$ cat config.mk
export PLATFORM = sky130hd
export DESIGN_NAME = sscd_top
export DESIGN_NICKNAME = d
export VERILOG_FILES = /design/src/logic/sscd_pkg.sv /design/src/logic/sscd_divider.sv /design/src/logic/sscd_sync2.sv /design/src/logic/sscd_top.sv
export SDC_FILE = /design/constraint.sdc
export NUM_CORES = 1
export LEC_CHECK = 0
export BUFFER_PORTS_ARGS = -buffer_cell sky130_fd_sc_hd__buf_4
export CAP_MARGIN = 20
export CORE_MARGIN = 5
export CORE_UTILIZATION = 44
export DETAILED_ROUTE_END_ITERATION = 16
export HOLD_SLACK_MARGIN = 0.02
export PLACE_DENSITY_LB_ADDON = 0.3
export SYNTH_ARGS = -nofsm -noshare
export SYNTH_HDL_FRONTEND = slang
export SYNTH_SLANG_ARGS = --single-unit
$ cat constraint.sdc
create_clock -name clk -period 10.5 [get_ports clk]
set_input_delay 0.525 -clock clk [delete_from_list [all_inputs] [get_ports clk]]
set_output_delay 0.525 -clock clk [all_outputs]
set_load 0.01 [all_outputs]
$ cat src/logic/sscd_pkg.sv
// Purpose: shared constants, types and decoders of the divider block
// Assumes: one aligned 32-bit word per register on APB
// Notes: codes index the legal divide sets; other codes are refused
package sscd_pkg;

    // register map
    localparam logic [31:0] SSCD_BASE = 32'h40038000;
    localparam logic [31:0] SSCD_OFF_CFG1 = 32'h00000098;
    localparam logic [31:0] SSCD_OFF_CFG2 = 32'h0000009C;

    // divider_config_one fields, three-bit codes
    localparam int SSCD_FW = 3;
    localparam int SSCD_NF = 4;
    localparam int SSCD_F_MULT = 0;
    localparam int SSCD_F_DFAB = 4;
    localparam int SSCD_F_FAB0 = 8;
    localparam int SSCD_F_FAB1 = 12;
    localparam logic [31:0] SSCD_CFG1_RST = 32'h00002211;
    localparam logic [31:0] SSCD_CFG1_MASK = 32'h00007777;

    // divider_config_two fields
    localparam int SSCD_F_PROT = 0;
    localparam int SSCD_F_LOCK = 8;
    localparam int SSCD_F_SEL = 9;
    localparam int SSCD_F_REL = 10;
    localparam int SSCD_F_L1 = 11;
    localparam logic [3:0] SSCD_PROT_RST = 4'h0;

    localparam int SSCD_RW = 6;

    typedef enum logic [3:0] {
        SSCD_ST_STANDBY = 4'b0001,
        SSCD_ST_SWITCH = 4'b0010,
        SSCD_ST_RELEASE = 4'b0100,
        SSCD_ST_RUN = 4'b1000
    } sscd_state_t;

    typedef enum logic [1:0] {
        SSCD_SEL_NONE = 2'h0,
        SSCD_SEL_CFG1 = 2'h1,
        SSCD_SEL_CFG2 = 2'h2
    } sscd_sel_t;

    typedef struct packed {
        logic core;
        logic ddr_fab;
        logic fab0;
        logic fab1;
    } sscd_clk_t;

    typedef struct packed {
        logic psel;
        logic penable;
        logic pwrite;
        logic [31:0] paddr;
        logic [31:0] pwdata;
    } sscd_apb_req_t;

    typedef struct packed {
        logic pready;
        logic pslverr;
        logic [31:0] prdata;
    } sscd_apb_rsp_t;

    function automatic logic [SSCD_RW-1:0] sscd_mult_ratio(
        input logic [2:0] c
    );
        case (c)
            3'h0: sscd_mult_ratio = 6'h01;
            3'h1: sscd_mult_ratio = 6'h02;
            3'h2: sscd_mult_ratio = 6'h03;
            3'h3: sscd_mult_ratio = 6'h04;
            3'h4: sscd_mult_ratio = 6'h06;
            default: sscd_mult_ratio = 6'h08;
        endcase
    endfunction : sscd_mult_ratio

    function automatic logic [SSCD_RW-1:0] sscd_dfab_ratio(
        input logic [2:0] c
    );
        case (c)
            3'h6: sscd_dfab_ratio = 6'h0C;
            3'h7: sscd_dfab_ratio = 6'h10;
            default: sscd_dfab_ratio = sscd_mult_ratio(c);
        endcase
    endfunction : sscd_dfab_ratio

    function automatic logic [SSCD_RW-1:0] sscd_fab_ratio(
        input logic [2:0] c
    );
        sscd_fab_ratio = SSCD_RW'(6'h01 << c);
    endfunction : sscd_fab_ratio

    // field index 1 takes all eight codes, the others only six
    function automatic logic sscd_code_ok(input int idx, input logic [2:0] c);
        sscd_code_ok = (idx == 1) || (c <= 3'h5);
    endfunction : sscd_code_ok

endpackage : sscd_pkg

$ cat src/logic/sscd_divider.sv
// Purpose: counts ticks and emits a divided clock level and its edge
// Assumes: ratio is at least 1 and steady while run is high
// Notes: edge_now is combinational so that cascaded dividers share edges
`timescale 1ns/100ps
module sscd_divider #(
    parameter int W = 6
) (
    // clock and reset
    input wire logic clk,
    input wire logic nrst,
    // control
    input wire logic run,
    input wire logic tick,
    input wire logic [W-1:0] ratio,
    // divided clock
    output logic edge_now,
    output logic edge_q,
    output logic level_q
);
    logic [W-1:0] cnt_q;
    logic [W-1:0] cnt_d;
    logic [W-1:0] half;
    logic level_d;

    always_comb
    begin
        half = W'((ratio + W'(1)) >> 1);
        edge_now = run && tick && (cnt_q == '0);
        cnt_d = cnt_q;
        if (!run)
            cnt_d = '0;
        else if (tick)
            cnt_d = (cnt_q == ratio - W'(1)) ? '0 : cnt_q + W'(1);
        // odd ratios give a longer high phase; ratio 1 stays high
        level_d = run && (cnt_d < half);
    end

    always_ff @(posedge clk or negedge nrst)
    begin
        if (!nrst)
        begin
            cnt_q <= '0;
            edge_q <= 1'b0;
            level_q <= 1'b0;
        end
        else
        begin
            cnt_q <= cnt_d;
            edge_q <= edge_now;
            level_q <= level_d;
        end
    end
endmodule : sscd_divider

$ cat src/logic/sscd_sync2.sv
// Purpose: two-flop synchroniser for a level from outside the clock domain
// Assumes: input is a slow level
// Notes: first stage feeds only the second
`timescale 1ns/100ps
module sscd_sync2 (
    // clock and reset
    input wire logic clk,
    input wire logic nrst,
    // level
    input wire logic d,
    output logic q
);
    logic meta_q;

    always_ff @(posedge clk or negedge nrst)
    begin
        if (!nrst)
        begin
            meta_q <= 1'b0;
            q <= 1'b0;
        end
        else
        begin
            meta_q <= d;
            q <= meta_q;
        end
    end
endmodule : sscd_sync2

$ cat src/logic/sscd_top.sv
// Purpose: subsystem clock dividers, start-up switch and their registers
// Assumes: clk is the undivided source; nrst is the config-controller reset
// Notes: APB answers one cycle into the access phase
//
// Implementation choice: the APB interface to the registers.
`timescale 1ns/100ps

module sscd_top
    import sscd_pkg::*;
(
    // clock and reset
    input wire logic clk,
    input wire logic nrst,
    // apb slave
    input wire sscd_pkg::sscd_apb_req_t apb_req,
    output sscd_pkg::sscd_apb_rsp_t apb_rsp,
    // pll status pin
    input wire logic subsystem_pll_lock,
    // divided clocks, levels and one-cycle edge strobes
    output sscd_pkg::sscd_clk_t clk_level_q,
    output sscd_pkg::sscd_clk_t clk_edge_q,
    // start-up control
    output logic clock_select_q,
    output logic ddr_reset_n_q,
    output logic fabric_reset_n_q,
    output logic fabric_link0_lock_q,
    output logic fabric_link1_lock_q
);
    import sscd_pkg::*;

    logic lock_s;
    sscd_state_t state_q;
    sscd_state_t state_d;
    logic [31:0] cfg1_q;
    logic [31:0] cfg1_d;
    logic [3:0] prot_q;
    logic [3:0] prot_d;
    sscd_apb_rsp_t rsp_d;
    logic sel_d;
    logic rel_d;
    logic l0_d;
    logic l1_d;
    sscd_sel_t dec;
    logic acc;
    logic commit;
    logic cfg1_wr;
    logic run;
    logic [31:0] cfg2_rd;
    logic core_now;
    logic [SSCD_RW-1:0] r_mult;
    logic [SSCD_RW-1:0] r_dfab;
    logic [SSCD_RW-1:0] r_fab0;
    logic [SSCD_RW-1:0] r_fab1;

    function automatic sscd_sel_t sscd_decode(input logic [31:0] a);
        if (a == SSCD_BASE + SSCD_OFF_CFG1)
            sscd_decode = SSCD_SEL_CFG1;
        else if (a == SSCD_BASE + SSCD_OFF_CFG2)
            sscd_decode = SSCD_SEL_CFG2;
        else
            sscd_decode = SSCD_SEL_NONE;
    endfunction : sscd_decode

    sscd_sync2 u_lock_sync (
        .clk(clk),
        .nrst(nrst),
        .d(subsystem_pll_lock),
        .q(lock_s)
    );

    // ratios from the stored codes; illegal codes never reach the registers
    always_comb
    begin
        r_mult = sscd_mult_ratio(cfg1_q[SSCD_F_MULT +: SSCD_FW]);
        r_dfab = sscd_dfab_ratio(cfg1_q[SSCD_F_DFAB +: SSCD_FW]);
        r_fab0 = sscd_fab_ratio(cfg1_q[SSCD_F_FAB0 +: SSCD_FW]);
        r_fab1 = sscd_fab_ratio(cfg1_q[SSCD_F_FAB1 +: SSCD_FW]);
    end

    // dividers restart together so every edge lands on a common clk edge
    assign run = (state_q == SSCD_ST_RELEASE || state_q == SSCD_ST_RUN)
        && !cfg1_wr;

    sscd_divider #(.W(SSCD_RW)) u_core (
        .clk(clk),
        .nrst(nrst),
        .run(run),
        .tick(1'b1),
        .ratio(r_mult),
        .edge_now(core_now),
        .edge_q(clk_edge_q.core),
        .level_q(clk_level_q.core)
    );

    sscd_divider #(.W(SSCD_RW)) u_ddr_fab (
        .clk(clk),
        .nrst(nrst),
        .run(run),
        .tick(1'b1),
        .ratio(r_dfab),
        .edge_now(),
        .edge_q(clk_edge_q.ddr_fab),
        .level_q(clk_level_q.ddr_fab)
    );

    // fabric links count core edges, so their edges are core edges
    sscd_divider #(.W(SSCD_RW)) u_fab0 (
        .clk(clk),
        .nrst(nrst),
        .run(run),
        .tick(core_now),
        .ratio(r_fab0),
        .edge_now(),
        .edge_q(clk_edge_q.fab0),
        .level_q(clk_level_q.fab0)
    );

    sscd_divider #(.W(SSCD_RW)) u_fab1 (
        .clk(clk),
        .nrst(nrst),
        .run(run),
        .tick(core_now),
        .ratio(r_fab1),
        .edge_now(),
        .edge_q(clk_edge_q.fab1),
        .level_q(clk_level_q.fab1)
    );

    // start-up sequence
    always_comb
    begin
        state_d = state_q;
        case (state_q)
            SSCD_ST_STANDBY:
                if (lock_s)
                    state_d = SSCD_ST_SWITCH;
            SSCD_ST_SWITCH:
                state_d = SSCD_ST_RELEASE;
            SSCD_ST_RELEASE:
                state_d = SSCD_ST_RUN;
            SSCD_ST_RUN:
                if (!lock_s)
                    state_d = SSCD_ST_STANDBY;
            default:
                state_d = SSCD_ST_STANDBY;
        endcase
        if (!lock_s)
            state_d = SSCD_ST_STANDBY;
        sel_d = (state_d != SSCD_ST_STANDBY);
        rel_d = (state_d == SSCD_ST_RUN) && clock_select_q;
        // lock drops while a rewrite realigns the dividers
        l1_d = (state_d == SSCD_ST_RUN) && run;
        l0_d = l1_d;
    end

    // apb decode; access taken at the edge where pready is seen high
    always_comb
    begin
        dec = sscd_decode(apb_req.paddr);
        acc = apb_req.psel && apb_req.penable && !apb_rsp.pready;
        commit = apb_req.psel && apb_req.penable && apb_rsp.pready;
        cfg1_wr = commit && apb_req.pwrite && (dec == SSCD_SEL_CFG1);
        cfg2_rd = '0;
        cfg2_rd[SSCD_F_PROT +: SSCD_NF] = prot_q;
        cfg2_rd[SSCD_F_LOCK] = lock_s;
        cfg2_rd[SSCD_F_SEL] = clock_select_q;
        cfg2_rd[SSCD_F_REL] = ddr_reset_n_q;
        cfg2_rd[SSCD_F_L1] = fabric_link1_lock_q;
        rsp_d.pready = acc;
        rsp_d.pslverr = acc && (dec == SSCD_SEL_NONE);
        rsp_d.prdata = '0;
        if (acc && !apb_req.pwrite)
        begin
            if (dec == SSCD_SEL_CFG1)
                rsp_d.prdata = cfg1_q;
            else if (dec == SSCD_SEL_CFG2)
                rsp_d.prdata = cfg2_rd;
        end
    end

    // register writes: protected fields and illegal codes keep their value
    always_comb
    begin
        cfg1_d = cfg1_q;
        prot_d = prot_q;
        if (cfg1_wr)
        begin
            for (int i = 0; i < SSCD_NF; i++)
            begin
                if (!prot_q[i]
                    && sscd_code_ok(i, apb_req.pwdata[4*i +: SSCD_FW]))
                    cfg1_d[4*i +: SSCD_FW] =
                        apb_req.pwdata[4*i +: SSCD_FW];
            end
        end
        // protection bits only set; nrst alone clears them
        if (commit && apb_req.pwrite && dec == SSCD_SEL_CFG2)
            prot_d = prot_q | apb_req.pwdata[SSCD_F_PROT +: SSCD_NF];
        cfg1_d = cfg1_d & SSCD_CFG1_MASK;
    end

    always_ff @(posedge clk or negedge nrst)
    begin
        if (!nrst)
        begin
            state_q <= SSCD_ST_STANDBY;
            cfg1_q <= SSCD_CFG1_RST;
            prot_q <= SSCD_PROT_RST;
            apb_rsp <= '0;
            clock_select_q <= 1'b0;
            ddr_reset_n_q <= 1'b0;
            fabric_reset_n_q <= 1'b0;
            fabric_link0_lock_q <= 1'b0;
            fabric_link1_lock_q <= 1'b0;
        end
        else
        begin
            state_q <= state_d;
            cfg1_q <= cfg1_d;
            prot_q <= prot_d;
            apb_rsp <= rsp_d;
            clock_select_q <= sel_d;
            ddr_reset_n_q <= rel_d;
            fabric_reset_n_q <= rel_d;
            fabric_link0_lock_q <= l0_d;
            fabric_link1_lock_q <= l1_d;
        end
    end
endmodule : sscd_top

==> flow_metrics.tcl <==
set metrics [dict create \
    status "completed" \
    portBuffers 79 \
    r2r_end "u_ddr_fab.level_q" \
    period_needed_ns 4.00 \
    clk_pin_slew_ns 0.07 \
    path_buf_inv 1 \
    syn_area_per_cell_sq_um 9.56 \
    synth_compound_area_frac 0.122 \
    synth_xor_xnor_area_share 0.0549 \
    power_uw 550 \
    worstPathRequired_ns 10.75 \
    wirelength_um 9930 \
    area_growth_pct 16.0 \
    power.switching_uw 124 \
    synth_area_sq_um 4460 \
    grt-busiest-layer "met2" \
    cts_tree "yes" \
    fmax_mhz 250 \
    dr.pass1.iters 4 \
    pwr-share-clk 0.404 \
    path_max_fanout 24 \
    synth_top_family_by_area "simple AND/OR/NAND/NOR gates" \
    synth_edf_count 0 \
    ir_drop_uv 46.6 \
    num_vias 3531 \
    diodes 0 \
    fin_setup_tns_ns 0 \
    cp.depth 12 \
    reg2reg_setup_slack_ns 6.57 \
    ff2ff_path_depth 14 \
    critical-path-max-stage-delay_ns 0.91 \
    crit_path_start_kind "input pin" \
    critPathTopFamily "simple AND/OR/NAND/NOR gates" \
    gp_congestion 0.882 \
    drc 0 \
    synth-adder-area-share 0.0785 \
    coreArea_sq_um 9820 \
    crit_path_cell_trace "buf_4 -> nor4b_1 -> and4_1 -> nand3_1 -> nand2_1 -> nor3b_1 -> ha_1 -> nor2b_1 -> o21a_1 -> or4_1 -> a21o_1 -> a21oi_1" \
    power_density_nw_per_um2 106 \
    min_path_type "in2reg" \
    synth.distinct_cells 61 \
    synth_seq_cells 73 \
    via_per_inst 5.32 \
    async_reset_ff_frac 1.00 \
    muxShareOfSynthArea 0.0286 \
    crit_arrival_ns 4.25 \
    post_cts_resized 0 \
    fp-row-count 36 \
    cts_hold_buf 0 \
    max-clock-path-buffers 2 \
    syn_inst 467 \
    worst_slew_pin_slew_ns 0.915 \
    grtUsageMet3 0.0464 \
    path_class "in2reg" \
    setup_viol 0 \
    slew_violations 0 \
    power_frac_comb 0.070 \
    p_leak_nw 2.54 \
    ys_warn_count 0 \
    end_kind "register" \
    synthSimpleGateAreaFrac 0.215 \
    die_w_um 111 \
    period_share 0.381 \
    grt_pass1_wl_um 17000 \
    clock_skew_ns 0.00515 \
    met2_usage 0.262 \
    cts_made_buffers 9 \
    die-area_sq_um 12300 \
    fp.dieH_um 111 \
    nets 625 \
    worstSkewPairLatency_ns 0.34 \
    drtAntennaViolNets 0 \
    cpMaxStageDelayCell "nand2_1" \
    grt_pass1_vias 3586 \
    overflow 0 \
    p_int_uw 426 \
    startpoint "apb_req[40]" \
    post-cts-setup-buffers 0 \
    drt-initial-drc-count 168 \
    drive_gt1_frac 0.220 \
    hold_depth 1 \
    switching_share 0.225 \
    seqPwrFrac 0.527 \
    hold_violations 0 \
    maxSlewHeadroom 0.390 \
    htree_levels 3 \
    clockRootBuffer "clkbuf_8" \
    drv_cap 0 \
    dp.final_hpwl_um 7370 \
    gr-usage-met1 0.222 \
    r2r-start "cfg1_q[4]" \
    grtUsageTotal 0.167 \
    ys_seq_area_frac 0.411 \
    rsz0062_at_grt "false" \
    cts_sinks 73 \
    start_util 0.455 \
    antenna_found_initial 0 \
    routedWlPerCell_um 15.0 \
    synth-main-ff-cell "dfrtp_1" \
    endpoint "u_ddr_fab.level_q" \
    ios 117 \
    grt_max_degree 74 \
]
-- placed cells by master, fill, tap and decap left out, drive strengths merged, types with 8 or more instances in the layout --
master / count
buf: 80
dfrtp: 68
nor2: 35
ha: 28
nand2: 26
nor3: 25
inv: 21
nand3: 20
a21oi: 20
conb: 20
xnor2: 16
o21ai: 14
xor2: 12
clkbuf: 12
nor4: 10
o211ai: 10
and2: 8
nand3b: 8
-- worst register-to-register path, delay by kind of cell, from the launching register on --
family / cells / cell delay [ns]
AOI/OAI and AO/OA: 6 / 1.53
adders and majority gates: 2 / 0.56
and+or+nand+nor: 4 / 0.74
xor gates and xnor gates: 2 / 0.38
DFF: 1 / 0.63
-- metrics by stage --
stage               utilization  area (sq um)  cells  hold slack (ns)  setup slack [ns]
floorplan                     -          4530    485            0.229              7.05
CTS                       0.527          5180    664            0.269              6.42
global route              0.527          5180    664            0.276              6.10
detailed placement        0.508          4980    649            0.341              6.07
global placement          0.508          4980    649            0.337              6.10
finish                    0.527          5180    664            0.289              6.50
-- per-layer routing --
metal	part of all wire	vias to the layer above
met2	0.47	129
li1	-	1725
met4	0.014	0
met3	0.073	8
met5	0	-
met1	0.45	1669
-- cells in the mapped netlist (4+ instances only) --
cell,n,area share
o21ai_0,13,0.015
mux2i_1,6,0.013
buf_2,7,0.0078
and3_1,6,0.0084
dfstp_2,5,0.029
and4_1,4,0.0078
buf_4,28,0.047
clkbuf_1,10,0.0084
nor3_1,24,0.027
xor2_1,12,0.024
nor2_1,35,0.029
o21a_1,5,0.0084
a21oi_1,20,0.022
dfrtp_1,68,0.38
nor3b_1,6,0.010
mux2_2,6,0.015
nand2_1,26,0.022
a21o_1,6,0.010
nand3_1,20,0.022
nand3b_1,8,0.013
o22ai_1,5,0.0070
inv_1,21,0.018
o21ba_2,6,0.013
nor4_1,10,0.014
nor2b_1,5,0.0070
and2_1,8,0.011
ha_1,28,0.078
o211ai_1,9,0.015
xnor2_1,16,0.031
nor4b_1,4,0.0078
a211oi_1,4,0.0067
-- power groups by stage --
stage               Sequential (mW)  Combinational [mW]  Clock [mW]
floorplan                     0.295              0.0176           0
global placement              0.295              0.0386           0
detailed placement            0.295              0.0390           0
CTS                           0.290              0.0391       0.230
global route                  0.290              0.0434       0.242
finish                        0.290              0.0384       0.222
-- registers in the layout, summed over array words and instances (netlist names) --
name                 flops
u_fab1.cnt_q             6
u_ddr_fab.level_q        1
u_fab0.edge_q            1
fabric_link1_lock_q      1
cfg1_q                  12
apb_rsp                 16
u_lock_sync.q            1
u_lock_sync.meta_q       1
u_core.edge_q            1
state_q                  4
prot_q                   4
u_core.cnt_q             6
u_core.level_q           1
u_fab0.cnt_q             6
clock_select_q           1
u_fab0.level_q           1
u_fab1.level_q           1
u_ddr_fab.cnt_q          6
fabric_reset_n_q         1
u_ddr_fab.edge_q         1
u_fab1.edge_q            1
-- worst min path at each step --
stage / startpoint / end / slack, ns
final: subsystem_pll_lock / u_lock_sync.meta_q / 0.29
after global routing: subsystem_pll_lock / u_lock_sync.meta_q / 0.28
after CTS: subsystem_pll_lock / u_lock_sync.meta_q / 0.27
after detailed placement: u_lock_sync.meta_q / u_lock_sync.q / 0.34
after global placement: u_lock_sync.meta_q / u_lock_sync.q / 0.34
after floorplan: nrst / apb_rsp[0] / 0.23
-- final cells by class --
type                    count  area (sq um)
clock inverters             3          40.0
repair buffers             80           601
inverters                  21          78.8
well taps                 133           166
flip-flops and latches     73          1830
multi-input cells         342          2300
clock buffers              12           155
fillers                   889          4640
-- cell families (layout without fill, tap and decap cells) --
group | count (synthesis) | count (layout)
flops | 73 | 73
xor+xnor | 28 | 28
other cells | 2 | 20
mux | 12 | 12
buf+inv | 70 | 116
fa+ha+maj | 28 | 28
simple gates | 174 | 174
compound gates | 80 | 80
(Power assumes the default switching activity.)
